## config.mk

```make
export PLATFORM = sky130hd
export DESIGN_NAME = hcw_master
export DESIGN_NICKNAME = d
export VERILOG_FILES = /design/src/rtl/hcw_master.v
export VERILOG_INCLUDE_DIRS = /design/src /design/src/rtl
export SDC_FILE = /design/constraint.sdc
export NUM_CORES = 1
export LEC_CHECK = 0
export ABC_CLOCK_PERIOD_IN_PS = 2600
export CAP_MARGIN = 20
export CORE_ASPECT_RATIO = 1.75
export CORE_MARGIN = 8
export CORE_UTILIZATION = 50
export DETAILED_ROUTE_END_ITERATION = 7
export DONT_BUFFER_PORTS = 1
export PLACE_DENSITY = 0.69
export SLEW_MARGIN = 20
export SYNTH_ARGS = -nofsm -noshare
export SYNTH_HDL_FRONTEND = slang
export SYNTH_SLANG_ARGS = --single-unit
```

## constraint.sdc

```tcl
create_clock -name clock -period 2.6 [get_ports clock]
set_input_delay 0 -clock clock [delete_from_list [all_inputs] [get_ports clock]]
set_output_delay 0 -clock clock [all_outputs]
set_load 0.005 [all_outputs]
```

## src/rtl/hcw_defines.vh

```
// constants for the half-duplex control-word serial master
// assumes inclusion by rtl files only
`ifndef HCW_DEFINES_VH
`define HCW_DEFINES_VH
`define HCW_CTRL_BITS     5'h08
`define HCW_RESP_MIN      5'h04
`define HCW_RESP_MAX      5'h10
`define HCW_FIFO_DEPTH    8
`define HCW_FIFO_AW       3
`define HCW_SCK_HALF      8'h04
`define HCW_ST_IDLE       3'h0
`define HCW_ST_SETUP      3'h1
`define HCW_ST_CTRL       3'h2
`define HCW_ST_WAIT       3'h3
`define HCW_ST_RESP       3'h4
`define HCW_ST_TAIL       3'h5
`endif

```

## src/rtl/hcw_master.v

```verilog
// half-duplex control-word serial master with transmit and receive fifos
// assumes pins pass through pads; serial_in_pin comes from another domain
// Contract
// send 8-bit control word, capture nothing meanwhile
// slave waits one clock, returns 4-16 bits
// idle: clock low, select high, data low
// fifo write starts frame, load on select fall
// select low, slave tristated during control word
// slave latches control bits on rising clock
// slave drives response on falling clock
// sample response on rising clock
// single: select high one period later, store word
// slave releases line after lsb or select
// continuous: select stays low, frames back to back
// next control byte right after received lsb
// continuous: store word on falling edge after lsb
// role fixed as master, no switching
// transmit disabled: data output high impedance
// response width 4 to 16, msb first
// start when enabled with fifo data
// clock pulses only inside active frames
`timescale 1ns/1ps
`include "hcw_defines.vh"

module hcw_fifo #(
    parameter WIDTH = 8,
    parameter DEPTH = 8,
    parameter AW    = 3
) (
    input  wire             clock,
    input  wire             rst_b,
    input  wire             clk_en,
    input  wire             in_valid,
    output wire             in_ready,
    input  wire [WIDTH-1:0] in_data,
    output wire             out_valid,
    input  wire             out_ready,
    output wire [WIDTH-1:0] out_data
);
    reg [WIDTH-1:0] mem_q [0:DEPTH-1];
    reg [AW-1:0]    wr_q;
    reg [AW-1:0]    rd_q;
    reg [AW:0]      cnt_q;
    wire            push;
    wire            pop;
    integer         i;

    assign in_ready  = (cnt_q != DEPTH[AW:0]);
    assign out_valid = (cnt_q != {(AW+1){1'b0}});
    assign out_data  = mem_q[rd_q];
    assign push      = clk_en & in_valid & in_ready;
    assign pop       = clk_en & out_valid & out_ready;

    always @(posedge clock or negedge rst_b) begin
        if (!rst_b) begin
            wr_q  <= {AW{1'b0}};
            rd_q  <= {AW{1'b0}};
            cnt_q <= {(AW+1){1'b0}};
            for (i = 0; i < DEPTH; i = i + 1)
                mem_q[i] <= {WIDTH{1'b0}};
        end else begin
            if (push) begin
                mem_q[wr_q] <= in_data;
                wr_q        <= wr_q + 1'b1;
            end
            if (pop)
                rd_q <= rd_q + 1'b1;
            if (push & ~pop)
                cnt_q <= cnt_q + 1'b1;
            else if (pop & ~push)
                cnt_q <= cnt_q - 1'b1;
        end
    end
endmodule

module hcw_master (
    input  wire        clock,
    input  wire        rst_b,
    input  wire        clk_en,
    input  wire        port_enable,
    input  wire        tx_enable,
    input  wire        continuous,
    input  wire [4:0]  resp_bits,
    input  wire        tx_valid,
    output wire        tx_ready,
    input  wire [7:0]  tx_data,
    output wire        rx_valid,
    input  wire        rx_ready,
    output wire [15:0] rx_data,
    output wire        busy,
    output reg         serial_clock_pin,
    output reg         frame_select_pin,
    output reg         serial_out_pin,
    output wire        serial_out_oe_b,
    input  wire        serial_in_pin
);
    // role is master only; no slave logic exists
    reg  [2:0]  st_q;
    reg  [7:0]  div_q;
    reg  [4:0]  bit_q;
    reg  [7:0]  tsh_q;
    reg  [15:0] rsh_q;
    reg  [4:0]  len_q;
    reg         din_s1_q;
    reg         din_s2_q;
    reg         wr_q;
    reg  [15:0] wd_q;
    wire        tf_valid;
    wire [7:0]  tf_data;
    wire        tf_pop;
    wire        rf_ready;
    wire        half;
    wire        rise;
    wire        fall;
    wire [4:0]  len_w;

    function [4:0] clamp_len;
        input [4:0] b;
        begin
            if (b < `HCW_RESP_MIN)
                clamp_len = `HCW_RESP_MIN;
            else if (b > `HCW_RESP_MAX)
                clamp_len = `HCW_RESP_MAX;
            else
                clamp_len = b;
        end
    endfunction

    assign len_w           = clamp_len(resp_bits);
    assign half            = (div_q == `HCW_SCK_HALF - 8'h01);
    assign rise            = half & ~serial_clock_pin;
    assign fall            = half & serial_clock_pin;
    assign busy            = (st_q != `HCW_ST_IDLE);
    assign serial_out_oe_b = ~tx_enable;
    // pop at select fall, or after lsb if continuous, when enabled with fifo data and rx room
    assign tf_pop = clk_en & port_enable & tf_valid & rf_ready & half
                  & ((st_q == `HCW_ST_IDLE)
                  | (st_q == `HCW_ST_RESP & fall & bit_q == 5'h01 & continuous));

    hcw_fifo #(.WIDTH(8), .DEPTH(`HCW_FIFO_DEPTH), .AW(`HCW_FIFO_AW)) u_txf (
        .clock     (clock),
        .rst_b     (rst_b),
        .clk_en    (clk_en),
        .in_valid  (tx_valid),
        .in_ready  (tx_ready),
        .in_data   (tx_data),
        .out_valid (tf_valid),
        .out_ready (tf_pop),
        .out_data  (tf_data)
    );

    hcw_fifo #(.WIDTH(16), .DEPTH(`HCW_FIFO_DEPTH), .AW(`HCW_FIFO_AW)) u_rxf (
        .clock     (clock),
        .rst_b     (rst_b),
        .clk_en    (clk_en),
        .in_valid  (wr_q),
        .in_ready  (rf_ready),
        .in_data   (wd_q),
        .out_valid (rx_valid),
        .out_ready (rx_ready),
        .out_data  (rx_data)
    );

    always @(posedge clock or negedge rst_b) begin
        if (!rst_b) begin
            din_s1_q <= 1'b0;
            din_s2_q <= 1'b0;
        end else if (clk_en) begin
            din_s1_q <= serial_in_pin;
            din_s2_q <= din_s1_q;
        end
    end

    always @(posedge clock or negedge rst_b) begin
        if (!rst_b) begin
            st_q             <= `HCW_ST_IDLE;
            div_q            <= 8'h00;
            bit_q            <= 5'h00;
            tsh_q            <= 8'h00;
            rsh_q            <= 16'h0000;
            len_q            <= `HCW_RESP_MIN;
            wr_q             <= 1'b0;
            wd_q             <= 16'h0000;
            serial_clock_pin <= 1'b0;
            frame_select_pin <= 1'b1;
            serial_out_pin   <= 1'b0;
        end else if (clk_en) begin
            wr_q  <= 1'b0;
            div_q <= half ? 8'h00 : div_q + 8'h01;
            if (half) begin
                case (st_q)
                `HCW_ST_IDLE: begin
                    serial_clock_pin <= 1'b0;
                    frame_select_pin <= 1'b1;
                    serial_out_pin   <= 1'b0;
                    if (tf_pop) begin
                        frame_select_pin <= 1'b0;
                        tsh_q            <= tf_data;
                        serial_out_pin   <= tf_data[7];
                        len_q            <= len_w;
                        bit_q            <= `HCW_CTRL_BITS;
                        st_q             <= `HCW_ST_SETUP;
                    end
                end
                `HCW_ST_SETUP: begin
                    serial_clock_pin <= 1'b1; // first rising edge
                    st_q             <= `HCW_ST_CTRL;
                end
                `HCW_ST_CTRL: begin
                    serial_clock_pin <= ~serial_clock_pin;
                    if (fall) begin
                        // no capture while control word leaves
                        bit_q <= bit_q - 5'h01;
                        if (bit_q == 5'h01) begin
                            serial_out_pin <= 1'b0;
                            st_q           <= `HCW_ST_WAIT;
                        end else begin
                            tsh_q          <= {tsh_q[6:0], 1'b0};
                            serial_out_pin <= tsh_q[6];
                        end
                    end
                end
                `HCW_ST_WAIT: begin
                    // one clock for the slave to decode
                    serial_clock_pin <= ~serial_clock_pin;
                    if (fall) begin
                        // cleared so short words come out right-justified
                        rsh_q <= 16'h0000;
                        bit_q <= len_q;
                        st_q  <= `HCW_ST_RESP;
                    end
                end
                `HCW_ST_RESP: begin
                    serial_clock_pin <= ~serial_clock_pin;
                    if (rise)
                        rsh_q <= {rsh_q[14:0], din_s2_q};
                    if (fall) begin
                        bit_q <= bit_q - 5'h01;
                        if (bit_q == 5'h01) begin
                            if (tf_pop) begin
                                // back to back, select held low
                                wr_q           <= 1'b1;
                                wd_q           <= rsh_q;
                                tsh_q          <= tf_data;
                                serial_out_pin <= tf_data[7];
                                len_q          <= len_w;
                                bit_q          <= `HCW_CTRL_BITS;
                                st_q           <= `HCW_ST_CTRL;
                            end else
                                st_q <= `HCW_ST_TAIL;
                        end
                    end
                end
                `HCW_ST_TAIL: begin
                    // one period after lsb, then select rises
                    serial_clock_pin <= 1'b0;
                    frame_select_pin <= 1'b1;
                    wr_q             <= 1'b1;
                    wd_q             <= rsh_q;
                    st_q             <= `HCW_ST_IDLE;
                end
                default: st_q <= `HCW_ST_IDLE;
                endcase
            end
        end
    end
endmodule

```

==> results of run 1 <==
## cell usage after synthesis (all sizes together), types with 10 or more instances
library cell,count
a21oi,17
buf,24
clkbuf,23
dfrtp,276
ha,13
inv,11
mux2,239
mux4,48
nand2,61
nand3,10
nor2,29
nor3,11
o21ai,39
xnor2,14
## sequential cells by signal, summed over array words and instances (netlist names), 4 cells and up
name,count
rsh_q,16
wd_q,16
tsh_q,7
len_q,5
u_rxf.mem_q,128
u_rxf.cnt_q,4
bit_q,5
div_q,8
u_txf.cnt_q,4
u_txf.mem_q,64
## metrics by stage
step,worst slack (ns),setup TNS (ns),power (uW),cell area [um2],utilization (%)
global placement,0.0682,0,9030,13700,53.2
floorplan,0.0228,0,8060,13000,-
finish,0.0491,0,13300,14900,58.2
CTS,0.00756,0,13400,14800,57.8
detailed placement,-0.0167,-0.0167,9120,13700,53.2
global route,-0.0713,-0.848,14000,14900,58.2
## cell type report
type	count	area (um2)	share of cell area, %
flip-flops and latches	278	6960	46.6
multi-input cells	583	5770	38.6
repair buffers	94	801	5.36
clock buffers	33	748	5.01
well taps	320	400	2.68
clock inverters	15	208	1.39
inverters	11	41.3	0.277
## per-layer routing
| layer | vias up | wire, um | global-route usage [%] |
|---|---|---|---|
| met5 | - | 0 | 0 |
| met4 | 0 | 680 | 5.66 |
| met3 | 42 | 842 | 2.35 |
| met2 | 113 | 15500 | 33.6 |
| met1 | 3992 | 10400 | 20.3 |
| li1 | 3520 | - | - |
## how the worst min path moves through the flow
| stage | start | endpoint | cells after the start |
|---|---|---|---|
| floorplan | rst_b | bit_q[0]$_DFFE_PN0P_ | 0 |
| global placement | rst_b | u_rxf.mem_q[43]$_DFFE_PN0P_ | 0 |
| detailed placement | rst_b | u_rxf.mem_q[43]$_DFFE_PN0P_ | 0 |
| CTS | rst_b | u_rxf.mem_q[42]$_DFFE_PN0P_ | 0 |
| global route | rst_b | u_rxf.mem_q[43]$_DFFE_PN0P_ | 0 |
| finish | rst_b | u_rxf.mem_q[42]$_DFFE_PN0P_ | 0 |
## critical path: stages (launching register included)
cell	delay, ns
dfrtp_1	0.39
inv_2	0.06
ha_2	0.16
or4b_4	0.48
o21ai_4	0.16
nand3_1	0.09
ha_2	0.19
inv_2	0.05
ha_1	0.21
a21o_1	0.19
a21oi_2	0.13
xnor2_1	0.12
nor2_1	0.06
xor2_1	0.14
## report_power, final
| part | leakage [uW] | switching, uW | internal (uW) |
|---|---|---|---|
| registers | 0.00372 | 622 | 5080 |
| logic | 0.00268 | 1570 | 1870 |
| clock network | 0.000468 | 1640 | 2530 |
| total | 0.00687 | 3830 | 9480 |
## kinds of logic after synthesis
group / after synthesis / share of synthesized area (%)
AO/OA/AOI/OAI: 86 / 4.32
AND/OR/NAND/NOR: 165 / 6.99
multiplexers: 295 / 29.7
buffers and inverters: 58 / 2.17
adder cells (fa/ha/maj): 15 / 1.56
XOR/XNOR: 22 / 1.49
flip-flops: 278 / 53.7
## layout by cell type (no fill, tap or decap), types with 3 or more instances in the layout
| cell type | instances |
|---|---|
| nor2_1 | 26 |
| nand4_1 | 5 |
| buf_12 | 3 |
| nand2_1 | 61 |
| ha_1 | 10 |
| nand2b_1 | 8 |
| mux2_2 | 239 |
| mux2i_1 | 8 |
| nor2b_1 | 5 |
| buf_4 | 69 |
| clkbuf_8 | 5 |
| or3_1 | 4 |
| o21ai_0 | 38 |
| nand4b_1 | 3 |
| mux4_2 | 48 |
| clkbuf_16 | 27 |
| a21oi_1 | 15 |
| nor3_1 | 9 |
| dlygate4sd3_1 | 20 |
| clkinv_2 | 7 |
| xor2_1 | 8 |
| clkinvlp_4 | 3 |
| dfrtp_1 | 274 |
| a21o_1 | 4 |
| bufinv_16 | 5 |
| nand3_1 | 10 |
| nor3b_2 | 4 |
| and3_1 | 3 |
| and2_1 | 4 |
| inv_1 | 7 |
| inv_2 | 4 |
| nor2_2 | 3 |
| xnor2_1 | 14 |
## what timing repair did
action | CTS | global route
pin swaps | 2 | 11
endpoints found under the setup margin | 2 | 24
setup buffers | 0 | 7
hold endpoints to repair | 373 | 278
resized for setup | 4 | 12
==> results.toml, run 1 <==
[global_routing]
grt_antenna_before_repair = 0
grt_pass1_wl_mm = 44.6
grt_max_degree = 279
overflow = 0
grt_use_total_pct = 18.0
grt_pass1_vias = 8192

[clock_network]
clockBufferDepth = 3
clkSinkCount = 278
cts_inserted_buffers = 26
ctsHoldBuffers = 20
cts_tree = "yes"
htreeDepth = 1
clk_pin_slew_ns = 0.07
clkLatencyLatePin_ns = 0.54
cts-root-buf = "clkbuf_16"

[timing]
hold_violations = 278
relSlewSlack_pct = 35.0
worstMarginPinSlew_ns = 0.972
finalCriticalPeriod_ns = 2.55
whs_ns = -0.841
max_freq_ghz = 0.392
fin_crit_sh_pct = 98.1
skew_ns = 0.00869
finalSetupViolations = 0
slew_violations = 0
rsz0062_at_grt = "yes"

[place]
place_congestion = 0.896
place_hpwl_mm = 18.3
io_buffers = 0
dp_cells = 1259

[setup_path]
reg2reg_to = "u_txf.cnt_q[3]$_DFFE_PN0P_"
cp-endpoint = "u_txf.cnt_q[3]$_DFFE_PN0P_"
rr_worst_depth = 13
rr_startpoint = "bit_q[1]$_DFFE_PN0P_"
path_class = "flip-flop to flip-flop"
end_kind = "flip-flop"
crit_path_max_fanout = 2
cp-startpoint = "bit_q[1]$_DFFE_PN0P_"
cp_data_arrival_time_ns = 2.97
cp-start-kind = "flip-flop"
r2r_slack_ns = 0.05
worstPathRequired_ns = 3.02

[yosys]
yosysUniqueCellTypes = 72
netlist.area_leader.share_pct = 53.3
ys.flop_type = "dfrtp_1"
syn-num-nets = 956
syn_area_um2 = 13000
post-synth-top-area-cell = "dfrtp_1"
synthesis.instances = 919
synth-async-reset-ratio_pct = 100
synth_seq_area_share_pct = 53.7
ys_ff_latch = 278
avgSynthCellArea_um2 = 14.1
synth_edf_count = 0
yosysWarnings = 0
synth.area.top_cells = "dfrtp_1, mux2_2, mux4_2, nand2_1, o21ai_0"

[floorplan]
start_util_pct = 50.5
dieArea_um2 = 31500
fp.dieW_um = 138
ios = 45
core_um2 = 25700
rows = 78
die_y_um = 229

[final_layout]
stdcell_count = 1334
drive_above_1_share_pct = 44.0
n_antenna_cell = 0
fillCellCount = 2025
syn_to_final_growth_pct = 15.3
finalNetCount = 1031

[detailed_routing]
vias = 7667
drt_first_pass_iters = 5
post_drt_wl_per_cell_um = 20.5
postRouteAntennaNets = 0
drt_iter0_drc = 419
wirelength_mm = 27.4
drcViolationCount = 0
routed_via_density = 5.75

[power_and_ir_drop]
ir_worst_vdd_mv = 0.830
p_leak_uw = 0.00687
powerDensity_nw_per_um2 = 891

[worst_hold_path]
min_path_type = "input port to asynchronous set/reset pin"

[run_status]
violations = "hold timing"
status = "complete, but fails checks"

[run]
max_cap_violations = 0
No activity file was read; power rests on OpenSTA's default activity.
==> inputs of run 2 (changes only) <==
--- a/config.mk
+++ b/config.mk
@@ -9,7 +9,7 @@
 export ABC_CLOCK_PERIOD_IN_PS = 2600
 export CAP_MARGIN = 20
 export CORE_ASPECT_RATIO = 1.75
-export CORE_MARGIN = 8
+export CORE_MARGIN = 2
 export CORE_UTILIZATION = 50
 export DETAILED_ROUTE_END_ITERATION = 7
 export DONT_BUFFER_PORTS = 1
==> run 2 against run 1 <==
Effect of this change:
- the flow still finishes with violations (hold timing)
- global-route usage up 2.3 points
- highest routed layer unchanged
- maximum frequency down 0.17%
- sequential share of layout area up 0.24 points
- final cell count about the same
- non-clock buffer count unchanged
==> results.toml, run 2 (synthesis gave the netlist of run 1 again) <==
[final_layout]
stdcell_area_um2 = 14900
drive_above_1_share_pct = 44.2
top_regs = "u_rxf.mem_q: 128 flops, u_txf.mem_q: 64 flops"
layout_common_cells = "dfrtp_1, mux2_2, buf_4"
fillCellCount = 2029
finalNetCount = 1032
largest_reg_flops = 128
multi_input_area_um2 = 5840
largest-register = "u_rxf.mem_q"
final_common_cell = "dfrtp_1"
syn_to_final_growth_pct = 14.7
regArea_um2 = 6960
final_core_util_pct = 57.9
n_antenna_cell = 0
stdcell_count = 1335

[clock_network]
cts_tree = "yes"
htreeDepth = 1
clockBufferDepth = 3
clkSinkCount = 278
clkLatencyLatePin_ns = 0.53
ctsHoldBuffers = 19
cts_inserted_buffers = 27
clk_pin_slew_ns = 0.06
cts-root-buf = "clkbuf_16"

[detailed_routing]
routed_via_density = 5.74
drcViolationCount = 0
wirelength_mm = 27.2
drt_iter0_drc = 344
postRouteAntennaNets = 0
drt_first_pass_iters = 4
post_drt_wl_per_cell_um = 20.4
vias = 7667

[setup_path]
crit_path_max_fanout = 2
end_kind = "flip-flop"
r2r_slack_ns = 0.04
path_class = "flip-flop to flip-flop"
cp_data_arrival_time_ns = 2.97
cp-startpoint = "bit_q[1]$_DFFE_PN0P_"
rr_worst_depth = 13
cp-start-kind = "flip-flop"
worstPathRequired_ns = 3.01
cp-endpoint = "u_txf.cnt_q[3]$_DFFE_PN0P_"
reg2reg_to = "u_txf.cnt_q[3]$_DFFE_PN0P_"
rr_startpoint = "bit_q[1]$_DFFE_PN0P_"

[global_routing]
grt_antenna_before_repair = 0
grt_pass1_vias = 8322
grt_max_degree = 279
overflow = 0
grt_pass1_wl_mm = 44.3
grt_use_total_pct = 20.4

[place]
place_area_um2 = 13700
io_buffers = 0
place_congestion = 0.876
dp_cells = 1260
place_hpwl_mm = 17.8

[floorplan]
fp.dieW_um = 126
core_um2 = 25700
ios = 45
die_y_um = 217
dieArea_um2 = 27300
rows = 78
start_util_pct = 50.5

[run]
max_cap_violations = 0

[timing]
fin_crit_sh_pct = 98.3
finalCriticalPeriod_ns = 2.56
relSlewSlack_pct = 32.5
fin_tns_setup_ns = 0
whs_ns = -0.838
skew_ns = 0.0112
slew_violations = 0
max_freq_ghz = 0.391
worstMarginPinSlew_ns = 1.01
hold_violations = 278
rsz0062_at_grt = "yes"
finalSetupViolations = 0

[power_and_ir_drop]
ir_worst_vdd_mv = 0.676
powerDensity_nw_per_um2 = 865
power_uw = 12900
p_leak_uw = 0.00680

[run_status]
violations = "hold timing"
status = "complete, but fails checks"

[worst_hold_path]
min_path_type = "input port to asynchronous set/reset pin"
run 2: cell count changes in the layout (fill, tap and decap cells not counted), sizes merged:
cell          change
buf               +1
dlymetal6s4s      +1
clkinvlp          -2
dlygate4sd3       -2
clkbuf            +8
bufinv            -5
run 2: worst max-delay path, cell delays in order (launching register included):
cell and delay [ns]:
dfrtp_1 0.39, inv_2 0.09, ha_4 0.13, or4b_4 0.49, o21ai_4 0.18, nand3_4 0.10
ha_4 0.19, inv_4 0.06, ha_4 0.19, a21o_1 0.16, a21oi_2 0.14, xnor2_1 0.13
nor2_1 0.07, xor2_1 0.13
run 2: per-stage QoR:
stage          setup slack [ns]  hold WS, ns
2_1_floorplan            0.0228       -0.296
5_1_grt                 -0.0704       -0.854
6_report                 0.0446       -0.838
3_3_place_gp            -0.0423       -0.290
4_1_cts                 0.00962       -0.854
3_5_place_dp            -0.0698       -0.290
run 2: cell type report:
class | count | share of cell area (%)
tap | 320 | 2.69
sequential | 278 | 46.9
inverter | 11 | 0.295
clock inverter | 8 | 0.312
clock buffer | 41 | 5.10
multi-input combinational | 583 | 39.3
timing repair buffer | 94 | 5.45
run 2: timing repair:
item / 4_1_cts / 5_1_grt
resized for setup: 7 / 19
setup endpoints to repair: 2 / 24
buffers inserted: 2 / 5
endpoints found under the hold margin: 367 / 278
gates cloned: 0 / 0
pin swaps: 3 / 12
run 2: power by group:
part / internal (uW) / switching (uW) / leakage, uW
registers: 5080 / 587 / 0.00372
clock network: 2010 / 1590 / 0.000395
logic: 1920 / 1660 / 0.00269
total: 9020 / 3840 / 0.00680
run 2: how the worst min path moves through the flow:
stage          startpoint                          end  slack, ns  depth (start not counted)
2_1_floorplan       rst_b         bit_q[0]$_DFFE_PN0P_      -0.30                          0
3_3_place_gp        rst_b  u_rxf.mem_q[60]$_DFFE_PN0P_      -0.29                          0
3_5_place_dp        rst_b  u_rxf.mem_q[44]$_DFFE_PN0P_      -0.29                          0
4_1_cts             rst_b   u_txf.cnt_q[0]$_DFFE_PN0P_      -0.85                          0
5_1_grt             rst_b  u_rxf.mem_q[13]$_DFFE_PN0P_      -0.85                          0
6_report            rst_b  u_rxf.mem_q[44]$_DFFE_PN0P_      -0.84                          0
run 2: metal layers:
metal	track usage (%)	vias up	wire length (um)
li1	-	3534	-
met1	22.6	3979	10300
met2	40.3	111	15600
met3	2.24	43	663
met4	5.81	0	671
met5	0	-	0
==> inputs of run 3 (changes only) <==
--- a/config.mk
+++ b/config.mk
@@ -13,7 +13,8 @@
 export CORE_UTILIZATION = 50
 export DETAILED_ROUTE_END_ITERATION = 7
 export DONT_BUFFER_PORTS = 1
-export PLACE_DENSITY = 0.69
+export PLACE_DENSITY = 0.73
+export RECOVER_POWER = 25
 export SLEW_MARGIN = 20
 export SYNTH_ARGS = -nofsm -noshare
 export SYNTH_HDL_FRONTEND = slang
==> run 3 against run 2 <==
Effect of this change:
- the run still ends with hold timing left
- register-to-register slack got worse by 0.02 ns
- clock power increased by 9.7%
- cell area unchanged
- sequential power about the same
- maximum frequency decreased by 0.90%
- clock skew increased by 0.017 ns
- die area unchanged
- non-clock buffer count decreased by 10
- critical path depth unchanged
- flip-flop and latch count unchanged
- critical path type unchanged
==> results.toml, run 3 (synthesis gave the netlist of run 1 again) <==
[setup_path]
path_buf_inv = 2
cp-startpoint = "bit_q[1]$_DFFE_PN0P_"
path_class = "flip-flop to flip-flop"
rr_startpoint = "bit_q[1]$_DFFE_PN0P_"
crit_path_frequent_cell = "ha_4"
cp_data_arrival_time_ns = 2.99
end_kind = "flip-flop"
critPathTopFamily = "simple AND/OR/NAND/NOR gates"
cpMaxStageDelayCell = "or4b_4"
cp_cell_sequence = "inv_2 > ha_4 > or4b_4 > o21ai_4 > nand3_2 > ha_4 > inv_4 > ha_1 > a21o_1 > a21oi_2 > xnor2_1 > nor2_1 > xor2_1"
max_stage_delay_ns = 0.48
worstPathRequired_ns = 3.01
cp-start-kind = "flip-flop"
crit_path_max_fanout = 3

[power_and_ir_drop]
ir_worst_vdd_mv = 0.750
powerDensity_nw_per_um2 = 881
power_uw = 13100
p_leak_uw = 0.00681

[timing]
finalCriticalPeriod_ns = 2.58
skew_ns = 0.0286
fin_tns_setup_ns = 0
max_freq_ghz = 0.388
worstMarginPinSlew_ns = 0.988
relSlewSlack_pct = 33.9
rsz0062_at_grt = "yes"
finalSetupViolations = 0
whs_ns = -0.834
fin_crit_sh_pct = 99.2
slew_violations = 0
hold_violations = 278

[final_layout]
largest_reg_flops = 128
largest-register = "u_rxf.mem_q"
stdcell_count = 1323
finalNetCount = 1021
layout_common_cells = "dfrtp_1, mux2_2, nand2_1"
n_antenna_cell = 0
final_common_cell = "dfrtp_1"
syn_to_final_growth_pct = 14.7
drive_above_1_share_pct = 43.3
top_regs = "u_rxf.mem_q: 128 flops, u_txf.mem_q: 64 flops"

[clock_network]
clkLatencyLatePin_ns = 0.55
ctsHoldBuffers = 19
clk_pin_slew_ns = 0.06
cts_inserted_buffers = 26
htreeDepth = 1
cts-root-buf = "clkbuf_16"
clkSinkCount = 278
clockBufferDepth = 3
cts_tree = "yes"

[worst_hold_path]
min_path_type = "input port to asynchronous set/reset pin"

[detailed_routing]
drt_iter0_drc = 280
postRouteAntennaNets = 0
drt_first_pass_iters = 4
post_drt_wl_per_cell_um = 20.6
wirelength_mm = 27.2
vias = 7672
drcViolationCount = 0
routed_via_density = 5.80

[place]
io_buffers = 0
place_congestion = 0.837
dp_cells = 1246
place_hpwl_mm = 17.5

[global_routing]
grt_use_total_pct = 20.8
overflow = 0
grt_max_degree = 279
grt_pass1_wl_mm = 45.2
grt_antenna_before_repair = 0
grt_pass1_vias = 8378

[floorplan]
core_um2 = 25700
die_y_um = 217
ios = 45
fp.dieW_um = 126
rows = 78
start_util_pct = 50.5
dieArea_um2 = 27300

[run]
max_cap_violations = 0

[run_status]
status = "complete, but fails checks"
violations = "hold timing"
run 3: power breakdown:
| group | total [uW] | internal, uW | switching [uW] | leakage [uW] |
|---|---|---|---|---|
| registers | 5660 | 5080 | 583 | 0.00372 |
| logic | 3480 | 1870 | 1610 | 0.00265 |
| clock network | 3950 | 2310 | 1640 | 0.000443 |
run 3: timing repair:
action | in CTS | in global routing
endpoints found under the setup margin | 2 | 23
setup buffers | 5 | 6
pin swaps | 0 | 9
endpoints found under the hold margin | 372 | 278
gates resized for setup | 3 | 16
run 3: final timing paths:
path	endpoint	slack [ns]	depth (start not counted)
max in group asynchronous	u_rxf.mem_q[83]$_DFFE_PN0P_	3.03	0
worst max-delay path	u_txf.cnt_q[3]$_DFFE_PN0P_	0.02	13
worst min-delay path	u_rxf.mem_q[60]$_DFFE_PN0P_	-0.83	0
min in group clock	serial_out_oe_b	0.03	1
worst max register to register	u_txf.cnt_q[3]$_DFFE_PN0P_	0.02	13
worst min register to register	len_q[2]$_DFFE_PN1P_	0.47	2
run 3: per-layer routing:
layer  GRT usage (%)  vias up  wire [um]
met5               0        -          0
met4            7.78        0        868
met3            2.73       57        878
met2            39.7      121      15400
met1            23.2     3998      10100
li1                -     3496          -
run 3: worst reg2reg max path, stage by stage (launching register included):
cell	delay (ns)
dfrtp_1	0.40
inv_2	0.09
ha_4	0.13
or4b_4	0.48
o21ai_4	0.18
nand3_2	0.11
ha_4	0.18
inv_4	0.05
ha_1	0.21
a21o_1	0.16
a21oi_2	0.13
xnor2_1	0.13
nor2_1	0.07
xor2_1	0.14
run 3: cell type report:
cell class | count | area (um2)
clock inverter | 13 | 160
multi-input combinational | 583 | 5780
sequential | 278 | 6960
fill | 2012 | 10800
timing repair buffer | 84 | 772
clock buffer | 34 | 741
tap | 320 | 400
inverter | 11 | 43.8
run 3: through the flow:
step	cell area (um2)	hold WS [ns]	utilization [%]	setup WS (ns)
finish	14900	-0.834	57.9	0.0213
global placement	13600	-0.284	53.0	0.00767
CTS	14700	-0.854	57.5	0.00601
detailed placement	13600	-0.284	53.0	-0.0487
floorplan	13000	-0.296	-	0.0228
global route	14900	-0.863	57.9	-0.0969
